`src/inc/sensor_status_result_regs.svh`:
```
`ifndef SENSOR_STATUS_RESULT_REGS_SVH
`define SENSOR_STATUS_RESULT_REGS_SVH

// Register offsets (word index on the serial port)
`define CONV_STATE_WORD_OFS 4'h8
`define X_AXIS_RESULT_OFS 4'h9
`define Y_AXIS_RESULT_OFS 4'hA
`define Z_AXIS_RESULT_OFS 4'hB
`define THERMOMETER_RESULT_OFS 4'hC
`define FRONTEND_DIAG_WORD_OFS 4'hD

// Reset values
`define CONV_STATE_WORD_RST 16'h0000
`define RESULT_RST 16'h0000
`define FRONTEND_DIAG_WORD_RST 16'h8000

// conversion_state_word fields
`define CSW_READY_BIT 13
`define CSW_ANGLE_BIT 12
`define CSW_TEMP_BIT 11
`define CSW_Z_BIT 10
`define CSW_Y_BIT 9
`define CSW_X_BIT 8
`define CSW_COUNT_MSB 6
`define CSW_COUNT_LSB 4
`define CSW_CAUSE_MSB 1
`define CSW_CAUSE_LSB 0

// frontend_diag_word fields
`define FDW_POWERUP_BIT 15
`define FDW_SENS_BIT 12
`define FDW_TEMP_BIT 11
`define FDW_Z_BIT 10
`define FDW_Y_BIT 9
`define FDW_X_BIT 8
`define FDW_TRIM_BIT 1
`define FDW_REG_BIT 0

`endif

```
`src/inc/sensor_status_result_pkg.sv`:
```
package sensor_status_result_pkg;

	typedef logic [15:0] word_t;

	typedef logic [3:0] reg_index_t;

	typedef enum logic [1:0] {
		CAUSE_NONE,
		CAUSE_FRONTEND,
		CAUSE_SYSTEM,
		CAUSE_BOTH
	} interrupt_cause_code_t;

endpackage

```
`src/verilog/clear_on_read_flags.sv`:
```
`timescale 1ns/1ps

module clear_on_read_flags #(
	parameter int WIDTH = 8,
	parameter logic [WIDTH-1:0] RESET_VALUE = '0
) (
	input wire logic core_clk,
	input wire logic rst_n,
	input wire logic [WIDTH-1:0] set_evt,
	input wire logic read_clear,
	output logic [WIDTH-1:0] flags_reg
);

	logic [WIDTH-1:0] flags_next;

	genvar i;
	generate
		for (i = 0; i < WIDTH; i++) begin : g_flag
			// Set beats the clear so an event landing on the read is kept
			assign flags_next[i] = set_evt[i] | (flags_reg[i] & ~read_clear);
		end
	endgenerate

	// One process owns the whole vector, so no bit has two drivers
	always_ff @(posedge core_clk or negedge rst_n) begin
		if (!rst_n) begin
			flags_reg <= RESET_VALUE;
		end else begin
			flags_reg <= flags_next;
		end
	end

endmodule

```
`src/verilog/sensor_status_result_regs.sv`:
```
// Summary of operation
// [RULE_01] Ready bit 13 set when full set valid
// [RULE_02] Bit 12 marks angle/magnitude from latest conversion
// [RULE_03] Bit 11 marks temperature from latest conversion
// [RULE_04] Bits 10..8 mark Z, Y, X current
// [RULE_05] Bits 6..4 count sets, wrap modulo eight
// [RULE_06] Bits 1..0 give alert cause code
// [RULE_07] X, Y, Z results read-only, reset zero
// [RULE_08] Temperature result read-only, reset zero
// [RULE_09] Power-up bit 15 set, cleared by read
// [RULE_10] Bit 12 set on front-end diagnostic fail
// [RULE_11] Bit 11 set on temperature diagnostic fail
// [RULE_12] Bits 10..8 set on Z, Y, X fail
// [RULE_13] Bit 1 set on trim data error
// [RULE_14] Bit 0 set on regulator power fault
// [RULE_15] Fault flags sticky until read, read returns pre-clear
// [RULE_16] Reserved bits zero, writes ignored
`timescale 1ns/1ps
`include "sensor_status_result_regs.svh"

module sensor_status_result_regs #(
	parameter int RESULT_WIDTH = 16,
	parameter int COUNT_WIDTH = 3
) (
	input wire logic core_clk,
	input wire logic rst_n,
	input wire logic conv_start,
	input wire logic set_done,
	input wire logic x_updated,
	input wire logic y_updated,
	input wire logic z_updated,
	input wire logic temp_updated,
	input wire logic angle_updated,
	input wire logic [RESULT_WIDTH-1:0] x_data,
	input wire logic [RESULT_WIDTH-1:0] y_data,
	input wire logic [RESULT_WIDTH-1:0] z_data,
	input wire logic [RESULT_WIDTH-1:0] temp_data,
	input wire logic power_loss_evt,
	input wire logic frontend_diag_fail,
	input wire logic temp_diag_fail,
	input wire logic z_hall_diag_fail,
	input wire logic y_hall_diag_fail,
	input wire logic x_hall_diag_fail,
	input wire logic trim_error,
	input wire logic regulator_fault_flag,
	input wire logic system_flag_any,
	input wire logic rd_req,
	input wire logic [3:0] rd_addr,
	output logic [15:0] rd_data_reg,
	output logic rd_valid_reg,
	output logic rd_unmapped_reg,
	output logic result_ready_reg,
	output logic [1:0] interrupt_cause_code_reg
);

	localparam int NCH = 4;

	// Reset release synchroniser
	logic rst_meta_reg;
	logic rst_sync_reg;
	logic rst_core_n;

	// Raw rst_n asserts at once; only its release is retimed
	always_ff @(posedge core_clk or negedge rst_n) begin
		if (!rst_n) begin
			rst_meta_reg <= 1'b0;
		end else begin
			rst_meta_reg <= 1'b1;
		end
	end

	// Only this stage reads the first one
	always_ff @(posedge core_clk or negedge rst_n) begin
		if (!rst_n) begin
			rst_sync_reg <= 1'b0;
		end else begin
			rst_sync_reg <= rst_meta_reg;
		end
	end

	assign rst_core_n = rst_sync_reg;

	// Address decode
	wire sel_conv;
	wire sel_x;
	wire sel_y;
	wire sel_z;
	wire sel_temp;
	wire sel_diag;
	wire sel_any;
	wire diag_read;
	wire unmapped_read;

	assign sel_conv = (rd_addr == `CONV_STATE_WORD_OFS);
	assign sel_x = (rd_addr == `X_AXIS_RESULT_OFS);
	assign sel_y = (rd_addr == `Y_AXIS_RESULT_OFS);
	assign sel_z = (rd_addr == `Z_AXIS_RESULT_OFS);
	assign sel_temp = (rd_addr == `THERMOMETER_RESULT_OFS);
	assign sel_diag = (rd_addr == `FRONTEND_DIAG_WORD_OFS);
	assign sel_any = sel_conv | sel_x | sel_y | sel_z | sel_temp | sel_diag;
	assign diag_read = rd_req & sel_diag;
	assign unmapped_read = rd_req & ~sel_any;

	// Result capture, one lane per channel: X, Y, Z, temperature
	logic [RESULT_WIDTH-1:0] ch_data [NCH];
	logic [RESULT_WIDTH-1:0] ch_result_reg [NCH];
	logic [NCH-1:0] ch_updated;
	logic [NCH-1:0] ch_current_reg;
	logic [NCH-1:0] ch_current_next;

	assign ch_data[0] = x_data;
	assign ch_data[1] = y_data;
	assign ch_data[2] = z_data;
	assign ch_data[3] = temp_data;
	assign ch_updated = {temp_updated, z_updated, y_updated, x_updated};

	genvar c;
	generate
		for (c = 0; c < NCH; c++) begin : g_chan
			// Channels not in this set keep their old value and go stale
			always_ff @(posedge core_clk or negedge rst_core_n) begin
				if (!rst_core_n) begin
					ch_result_reg[c] <= RESULT_WIDTH'(`RESULT_RST); // RULE_07
				end else if (set_done && ch_updated[c]) begin
					ch_result_reg[c] <= ch_data[c]; // RULE_07
				end
			end
			assign ch_current_next[c] = set_done ? ch_updated[c] : ch_current_reg[c]; // RULE_04
		end
	endgenerate

	always_ff @(posedge core_clk or negedge rst_core_n) begin
		if (!rst_core_n) begin
			ch_current_reg <= '0;
		end else begin
			ch_current_reg <= ch_current_next; // RULE_03
		end
	end

	// Angle/magnitude currency
	// Stale until a set that carries angle data lands
	logic angle_current_reg;
	wire angle_current_next;

	assign angle_current_next = set_done ? angle_updated : angle_current_reg; // RULE_02

	always_ff @(posedge core_clk or negedge rst_core_n) begin
		if (!rst_core_n) begin
			angle_current_reg <= 1'b0;
		end else begin
			angle_current_reg <= angle_current_next;
		end
	end

	// Ready: dropped when a new conversion starts, raised when its set lands
	logic ready_reg;
	wire ready_next;

	// Set wins, so a start on the finishing edge keeps the set
	assign ready_next = set_done | (ready_reg & ~conv_start); // RULE_01

	always_ff @(posedge core_clk or negedge rst_core_n) begin
		if (!rst_core_n) begin
			ready_reg <= 1'b0;
		end else begin
			ready_reg <= ready_next;
		end
	end

	// Rolling set count, natural wrap
	logic [COUNT_WIDTH-1:0] set_count_reg;
	wire [COUNT_WIDTH-1:0] set_count_inc;
	wire [COUNT_WIDTH-1:0] set_count_next;

	// Three bits wrap by themselves, modulo eight
	assign set_count_inc = set_count_reg + COUNT_WIDTH'(1); // RULE_05
	assign set_count_next = set_done ? set_count_inc : set_count_reg; // RULE_05

	always_ff @(posedge core_clk or negedge rst_core_n) begin
		if (!rst_core_n) begin
			set_count_reg <= '0;
		end else begin
			set_count_reg <= set_count_next;
		end
	end

	// Front-end diagnostic flags, clear on read
	logic [15:0] diag_set;
	logic [15:0] diag_flags;

	always_comb begin
		diag_set = 16'h0000;
		diag_set[`FDW_POWERUP_BIT] = power_loss_evt; // RULE_09
		diag_set[`FDW_SENS_BIT] = frontend_diag_fail; // RULE_10
		diag_set[`FDW_TEMP_BIT] = temp_diag_fail; // RULE_11
		diag_set[`FDW_Z_BIT] = z_hall_diag_fail; // RULE_12
		diag_set[`FDW_Y_BIT] = y_hall_diag_fail; // RULE_12
		diag_set[`FDW_X_BIT] = x_hall_diag_fail; // RULE_12
		diag_set[`FDW_TRIM_BIT] = trim_error; // RULE_13
		diag_set[`FDW_REG_BIT] = regulator_fault_flag; // RULE_14
	end

	// Reserved bits never get a set source, so they stay zero
	clear_on_read_flags #(
		.WIDTH(16),
		.RESET_VALUE(`FRONTEND_DIAG_WORD_RST)
	) u_diag_flags (
		.core_clk(core_clk),
		.rst_n(rst_core_n),
		.set_evt(diag_set),
		.read_clear(diag_read), // RULE_15
		.flags_reg(diag_flags)
	);

	// Alert cause from the live flag state
	wire frontend_any;
	wire [1:0] cause_bits;
	sensor_status_result_pkg::interrupt_cause_code_t cause_now;

	// Power-up bit counts as a front-end flag, so cause reads 1 after reset
	assign frontend_any = |diag_flags;
	assign cause_bits = {system_flag_any, frontend_any}; // RULE_06
	assign cause_now = sensor_status_result_pkg::interrupt_cause_code_t'(cause_bits); // RULE_06

	// Word assembly
	// Reserved positions keep the zero reset pattern
	sensor_status_result_pkg::word_t conv_word;
	sensor_status_result_pkg::word_t x_word;
	sensor_status_result_pkg::word_t y_word;
	sensor_status_result_pkg::word_t z_word;
	sensor_status_result_pkg::word_t temp_word;

	always_comb begin
		conv_word = `CONV_STATE_WORD_RST; // RULE_16
		conv_word[`CSW_READY_BIT] = ready_reg; // RULE_01
		conv_word[`CSW_ANGLE_BIT] = angle_current_reg; // RULE_02
		conv_word[`CSW_TEMP_BIT] = ch_current_reg[3]; // RULE_03
		conv_word[`CSW_Z_BIT] = ch_current_reg[2]; // RULE_04
		conv_word[`CSW_Y_BIT] = ch_current_reg[1]; // RULE_04
		conv_word[`CSW_X_BIT] = ch_current_reg[0]; // RULE_04
		conv_word[`CSW_COUNT_MSB:`CSW_COUNT_LSB] = set_count_reg; // RULE_05
		conv_word[`CSW_CAUSE_MSB:`CSW_CAUSE_LSB] = cause_now; // RULE_06
	end

	// Narrower results sit low, upper bits zero
	assign x_word = 16'(ch_result_reg[0]); // RULE_07
	assign y_word = 16'(ch_result_reg[1]); // RULE_07
	assign z_word = 16'(ch_result_reg[2]); // RULE_07
	assign temp_word = 16'(ch_result_reg[3]); // RULE_08

	// Read mux; no write path exists so these words cannot be altered
	sensor_status_result_pkg::word_t rd_mux;

	assign rd_mux = sel_conv ? conv_word :
		sel_x ? x_word :
		sel_y ? y_word :
		sel_z ? z_word :
		sel_temp ? temp_word :
		sel_diag ? diag_flags : 16'h0000; // RULE_16

	// Read answer; the diag word is captured before its clear lands
	always_ff @(posedge core_clk or negedge rst_core_n) begin
		if (!rst_core_n) begin
			rd_data_reg <= 16'h0000;
		end else if (rd_req) begin
			rd_data_reg <= rd_mux; // RULE_15
		end
	end

	// One-cycle strobe, so each answer is seen once
	always_ff @(posedge core_clk or negedge rst_core_n) begin
		if (!rst_core_n) begin
			rd_valid_reg <= 1'b0;
		end else begin
			rd_valid_reg <= rd_req;
		end
	end

	always_ff @(posedge core_clk or negedge rst_core_n) begin
		if (!rst_core_n) begin
			rd_unmapped_reg <= 1'b0;
		end else begin
			rd_unmapped_reg <= unmapped_read; // RULE_16
		end
	end

	// Status pins mirrored for the alert logic outside
	always_ff @(posedge core_clk or negedge rst_core_n) begin
		if (!rst_core_n) begin
			result_ready_reg <= 1'b0;
		end else begin
			result_ready_reg <= ready_next; // RULE_01
		end
	end

	// Cause pin trails the live flags by one cycle
	always_ff @(posedge core_clk or negedge rst_core_n) begin
		if (!rst_core_n) begin
			interrupt_cause_code_reg <= 2'h0;
		end else begin
			interrupt_cause_code_reg <= cause_now; // RULE_06
		end
	end

endmodule

```
`config.mk`:
```
export PLATFORM = sky130hd
export DESIGN_NAME = sensor_status_result_regs
export DESIGN_NICKNAME = d
export VERILOG_FILES = /design/src/inc/sensor_status_result_pkg.sv /design/src/verilog/clear_on_read_flags.sv /design/src/verilog/sensor_status_result_regs.sv
export VERILOG_INCLUDE_DIRS = /design/src /design/src/inc
export SDC_FILE = /design/constraint.sdc
export NUM_CORES = 1
export LEC_CHECK = 0
export ABC_AREA = 1
export ABC_CLOCK_PERIOD_IN_PS = 3760
export BUFFER_PORTS_ARGS = -buffer_cell sky130_fd_sc_hd__buf_2
export CAP_MARGIN = 15
export CORE_MARGIN = 2
export CORE_UTILIZATION = 54
export DETAILED_ROUTE_END_ITERATION = 8
export PLACE_DENSITY = 0.91
export SYNTH_ARGS = -nofsm -noshare
export SYNTH_HDL_FRONTEND = slang
export SYNTH_SLANG_ARGS = --single-unit
```
`constraint.sdc`:
```
create_clock -name core_clk -period 3.76 [get_ports core_clk]
set_input_delay 0.188 -clock core_clk [delete_from_list [all_inputs] [get_ports core_clk]]
set_output_delay 0.188 -clock core_clk [all_outputs]
set_load 0.05 [all_outputs]
```
==> results.ini, run 1 <==
[synthesis]
netlist_top_cells_count=110 x dfrtp_1, 95 x nand2_1, 57 x inv_1, 49 x mux2_2, 48 x nor2_1
post_synth_fa_ha_maj_area_fraction=0.002562
synth.cell_area_um2=4883
synth-warning-count=0
post-synth-top-area-fraction=0.5637
yosys.area.top_type=dfrtp_1
yosys-top-cells-area=dfrtp_1 56%, mux2_2 11%, nand2_1 7.3%, inv_1 4.4%, nand3_1 3.7%
synth_top_family_by_area=simple AND/OR/NAND/NOR gates
number_of_flops_mapped_to_enable_cells_by_yosys=0
synth_simple_gate_area_share=0.1750
ys_async_sr_fraction=1.000
post_synthesis_mux_area_share=0.1130
sequential_element_share_of_the_synthesized_area=0.5690
synth_compound_gate_area_share=0.07097
xor_xnor_share_of_the_synthesized_area=0.003587
syn-instance-count=506
syn_nets=594
postSynthRegisterBits=111
synth_flop_cell=dfrtp_1
synth_most_common_cell=dfrtp_1
syn_area_per_cell_um2=9.651
netlist-cell-type-count=30

[power_and_ir_drop]
power_density_cells_nw_per_um2=442.6
vdd_ir_drop_max_mv=0.1839
power_leakage_nw=3.032

[run_status]
violated_checks=hold timing
run_status=finished, violations left

[sta]
hold_viol=3
measured_slew_at_the_worst_slew_check_pin_ns=0.7874
timing.setup.tns_ns=0
slew_hr=0.4738
period_minus_slack_ns=1.246
setup_violations_final=0
clock.fmax_mhz=802.4
worst_hold_slack_ns=-0.002223
number_of_max_slew_violations_in_the_final_report=0
setup_repair_after_global_routing_missed_its_margin=no
timing.clock.skew_ns=0.008098
fin_crit_sh=0.3315

[drt]
remaining_drc_errors=0
antenna_left=0
vias_per_cell=5.420
routed_wirelength_mm=11.82
routed_wire_length_per_instance_um=16.16
drtPass1Iterations=6
drtIter0Drc=328
route.vias.total=3962

[clock_tree]
cts_setup_buffers=0
clock_pin_slew_on_the_worst_setup_and_hold_paths_ns=0.11
clock_path_buffers=2
hold_buf_count_cts=6
cts_root_buffer=clkbuf_8
clock_sinks=111
clock_insertion_delay_worst_skew_ns=0.38
post_cts_resize_count=0
cts_htree_levels=3
clock_tree_from_tritoncts=yes
inserted_clock_buffers=9

[critical_path]
slowest_delay_ns=0.40
critPathBufInv=1
critical_path.top_delay_family=flip-flops
worstSetupPathType=flip-flop to primary output
worst_setup_path_end_kind=primary output
critPathLaunchType=flip-flop
critPathRequiredTime_ns=3.57
cp_cell_sequence=buf_2
path_depth=1
crit_slowest_cell=dfrtp_1
reg2regPathDepth=8
max_fo_critical_path=2
cp.arrival_ns=1.06

[grt]
gr-usage-all-layers=0.2531
grt_pass1_wl_mm=19.36
global_route.peak_usage_layer=met2
grt_start_max_net_pins=65
first_global_vias=4093
met2_usage_in_global_routing=0.4116
global_route.usage.met1=0.3354
grt_overflow=0
grt_antenna_before_repair=0
grt_util_met3=0.03795

[finish]
num_antenna_cells=0
layout.core_utilization=0.6561
non_filler_cell_area_final_um2=5749
share_of_final_layout_standard_cells_stronger_than_drive_strength_1=0.3194
synthToLayoutAreaGrowth_pct=17.73
nNetsFinal=706
nFillCells=682

[hold_path]
whs_path_depth=2
min-delay-path-class=input pin to flip-flop

[placed_design]
place_area_um2=5507
gpl.final_weighted_congestion=0.8766
place.detailed.hpwl_mm=8.806
place.port_buffers=107

[floorplanning]
design.portCount=108
die_area_um2=9820
core-area_um2=8763
core.rowCount=34
die_x_um=99.10
die_h_um=99.10
initial_utilization=0.5573

[run]
drv.max_cap_violation_count=0

==> cells by family after synthesis <==
family | count (synthesis)
xor gates and xnor gates | 2
buffers and inverters | 80
AOI/OAI and AO/OA | 63
DFF | 111
adders and majority gates | 1
other | 1
and+or+nand+nor | 199
muxes | 49
==> cells in the final DEF (no fill, tap or decap), types with 2 or more instances in the layout <==
cell type | synthesis | final
o21bai_1 | 7 | 7
nand3b_1 | 3 | 3
o22ai_1 | 3 | 3
nor2_2 | 2 | 2
or2_2 | 4 | 4
dfrtp_1 | 110 | 109
nand3_1 | 36 | 36
clkinv_4 | 0 | 3
buf_2 | 8 | 107
o21ai_1 | 18 | 18
dlygate4sd3_1 | 0 | 6
o21ai_0 | 12 | 12
inv_1 | 57 | 57
mux2_2 | 49 | 49
a21o_1 | 2 | 2
buf_4 | 2 | 3
nand2_2 | 6 | 6
inv_2 | 8 | 8
clkbuf_8 | 0 | 10
nor2_1 | 48 | 48
clkinv_2 | 0 | 2
nand2_1 | 95 | 95
a21oi_1 | 19 | 19
nor2_4 | 2 | 2
xor2_1 | 2 | 2
==> power by group <==
group          switching, mW  internal (mW)  total, mW
clock                  0.411          0.263      0.674
sequential            0.0817           1.34       1.42
combinational          0.273          0.177      0.451
total                  0.766           1.78       2.54
==> per-stage QoR <==
step / instances / power (mW) / hold slack [ns] / setup WS, ns
after CTS: 731 / 2.547 / 0.001735 / 2.526
after floorplan: 506 / 1.729 / -0.1076 / 0.4406
final: 731 / 2.544 / -0.002223 / 2.514
after global routing: 731 / 2.653 / 0.0007973 / 2.405
after detailed placement: 709 / 1.886 / -0.02304 / 2.160
after global placement: 709 / 1.858 / -0.02381 / 2.241
==> layer usage <==
metal	vias up	routed length, um
met4	0	460
met2	200	5669
met1	1886	4804
met3	40	881
li1	1836	-
met5	-	0
==> worst paths after layout <==
| kind | from | end | slack, ns |
|---|---|---|---|
| worst min register to register | rst_meta_reg | rst_core_n | 0.36 |
| max in group asynchronous | rst_core_n | ch_current_reg[2] | 2.74 |
| worst min-delay path | temp_diag_fail | u_diag_flags.flags_reg[11] | -0.002 |
| worst max register to register | u_diag_flags.flags_reg[10] | rd_data_reg[0] | 2.55 |
| min in group asynchronous | rst_n | rst_core_n | 0.10 |
| worst max-delay path | rd_data_reg[4] | rd_data_reg[4] | 2.51 |
==> cell type report <==
type / count / area, um^2 / area share
sequential: 111 / 2783 / 0.4840
multi-input combinational: 315 / 1787 / 0.3108
timing repair buffer: 116 / 618.1 / 0.1075
inverter: 65 / 244.0 / 0.04244
clock buffer: 10 / 137.6 / 0.02394
tap: 108 / 135.1 / 0.02350
clock inverter: 6 / 45.04 / 0.007835
Power figures use the tool's default switching activity.
==> run 2: changes to the inputs <==
Settings changed: ABC_CLOCK_PERIOD_IN_PS 3760 to 1300.
Clock period 3.76 ns to 1.3 ns, I/O delays scaled along.
==> results.ini, run 2 (same netlist as run 1, synthesis figures left out) <==
[run_status]
run_status=finished, final reports clean

[finish]
layout.core_utilization=0.7604
synthToLayoutAreaGrowth_pct=36.46
finish.cell_count_without_fillers=815
non_filler_cell_area_final_um2=6664
layout.cells.most_common=dfrtp_1
nNetsFinal=790
share_of_final_layout_standard_cells_stronger_than_drive_strength_1=0.2999
final_cell_mix=109 x dfrtp_1, 107 x buf_2, 95 x nand2_1
num_antenna_cells=0

[sta]
hold_viol=0
period_minus_slack_ns=1.237
timing.clock.skew_ns=0.01282
slew_hr=0.6460
worst_hold_slack_ns=0.03653
number_of_max_slew_violations_in_the_final_report=0
worst_slack_ns=0.06290
setup_violations_final=0
measured_slew_at_the_worst_slew_check_pin_ns=0.5304
fin_crit_sh=0.9516
setup_repair_after_global_routing_missed_its_margin=no
clock.fmax_mhz=808.3

[critical_path]
worst_setup_path_end_kind=flip-flop
worst_r2r_startpoint=u_diag_flags.flags_reg[4]
setup.reg_to_reg.worst_slack_ns=0.06
max_fo_critical_path=3
cp.arrival_ns=1.52
critPathLaunchType=flip-flop
crit_start=u_diag_flags.flags_reg[4]
critPathRequiredTime_ns=1.58
rr_endpoint=rd_data_reg[0]
worstSetupPathType=flip-flop to flip-flop
reg2regPathDepth=8

[power_and_ir_drop]
pwr-share-comb=0.200
p_sw_frac=0.2968
internal_power_mw=5.515
clkPwrFrac=0.270
power_leakage_nw=3.418
vdd_ir_drop_max_mv=0.7227
seq_power_share=0.530
p_sw_mw=2.328
power_density_cells_nw_per_um2=1177

[clock_tree]
clock_sinks=111
clock_tree_from_tritoncts=yes
inserted_clock_buffers=9
cts_setup_buffers=0
clock_insertion_delay_worst_skew_ns=0.38
cts_root_buffer=clkbuf_8
clock_path_buffers=2
clock_pin_slew_on_the_worst_setup_and_hold_paths_ns=0.11
cts_htree_levels=3

[grt]
grt_start_max_net_pins=40
first_global_vias=4591
gr-usage-all-layers=0.2998
grt_overflow=0
grt_pass1_wl_mm=22.69
grt_antenna_before_repair=0

[placed_design]
gpl.final_weighted_congestion=0.9273
place_area_um2=5692
place.port_buffers=107
pre_cts_slack_ns=-0.02358
numPlacedInstances=722
place.detailed.hpwl_mm=9.373

[drt]
drtIter0Drc=415
vias_per_cell=5.525
routed_wire_length_per_instance_um=17.65
routed_wirelength_mm=14.38
antenna_left=0
route.vias.total=4503
drtPass1Iterations=6
remaining_drc_errors=0

[hold_path]
whs_path_depth=2
min-delay-path-class=input pin to flip-flop
hp-start=rd_req
whs_endpoint=rd_valid_reg

[floorplanning]
die_area_um2=9820
core.rowCount=34
die_x_um=99.10
initial_utilization=0.5573
design.portCount=108
core-area_um2=8763
die_h_um=99.10

[run]
drv.max_cap_violation_count=0

## run 2: changes by cell type in the layout (fill, tap and decap cells not counted), sizes merged
cell | before | now
clkinvlp | 0 | 3
clkinv | 5 | 1
buf | 110 | 123
bufinv | 0 | 1
clkbuf | 10 | 11
inv | 66 | 65
dlygate4sd3 | 6 | 77
## run 2: metal layers
layer | part of all wire | GRT usage | routed length [um]
met5 | 0 | 0 | 0
met4 | 0.041 | 0.1423 | 587
met3 | 0.079 | 0.04919 | 1133
met2 | 0.48 | 0.4953 | 6968
met1 | 0.40 | 0.3902 | 5693
## run 2: power groups by stage
stage	combinational, mW	clock, mW	sequential, mW
2_1_floorplan	0.635	0	4.36
3_3_place_gp	1.28	0	4.18
3_5_place_dp	1.34	0	4.21
4_1_cts	1.53	2.11	4.14
5_1_grt	1.70	2.23	4.19
6_report	1.57	2.12	4.16
## run 2: cell type report
class                   instances  area, um^2
flip-flops and latches        111        2783
fillers                       518        2100
multi-input cells             315        1789
repair buffers                200        1514
inverters                      65       244.0
clock buffers                  11       141.4
well taps                     108       135.1
clock inverters                 5       57.56
## run 2: critical path: stages, from the launching register on
cell and delay [ns]:
dfrtp_1 0.41, nor2_1 0.14, nand2_1 0.08, nor2_1 0.21, nand3_1 0.12, nand2_1 0.07, inv_1 0.03, nand2_1 0.05
nand2_1 0.05
## run 2: how the worst max path moves through the flow
stage,depth (start not counted),slack [ns],endpoint
2_1_floorplan,0,0.10,angle_current_reg
3_3_place_gp,9,0.05,rd_data_reg[14]
3_5_place_dp,9,-0.02,rd_data_reg[7]
4_1_cts,8,0.08,rd_data_reg[0]
5_1_grt,8,0.005,rd_data_reg[0]
6_report,8,0.06,rd_data_reg[0]
## run 2: timing repair
action,CTS,global route
hold endpoints to repair,77,0
setup endpoints to repair,0,1
gates resized for setup,0,1
hold buffers,77,0
## run 2: metrics by stage
step	power [mW]	TNS, ns
final	7.843	0
after global routing	8.113	0
after CTS	7.785	0
after detailed placement	5.552	-0.09342
after global placement	5.461	0
after floorplan	5.000	0
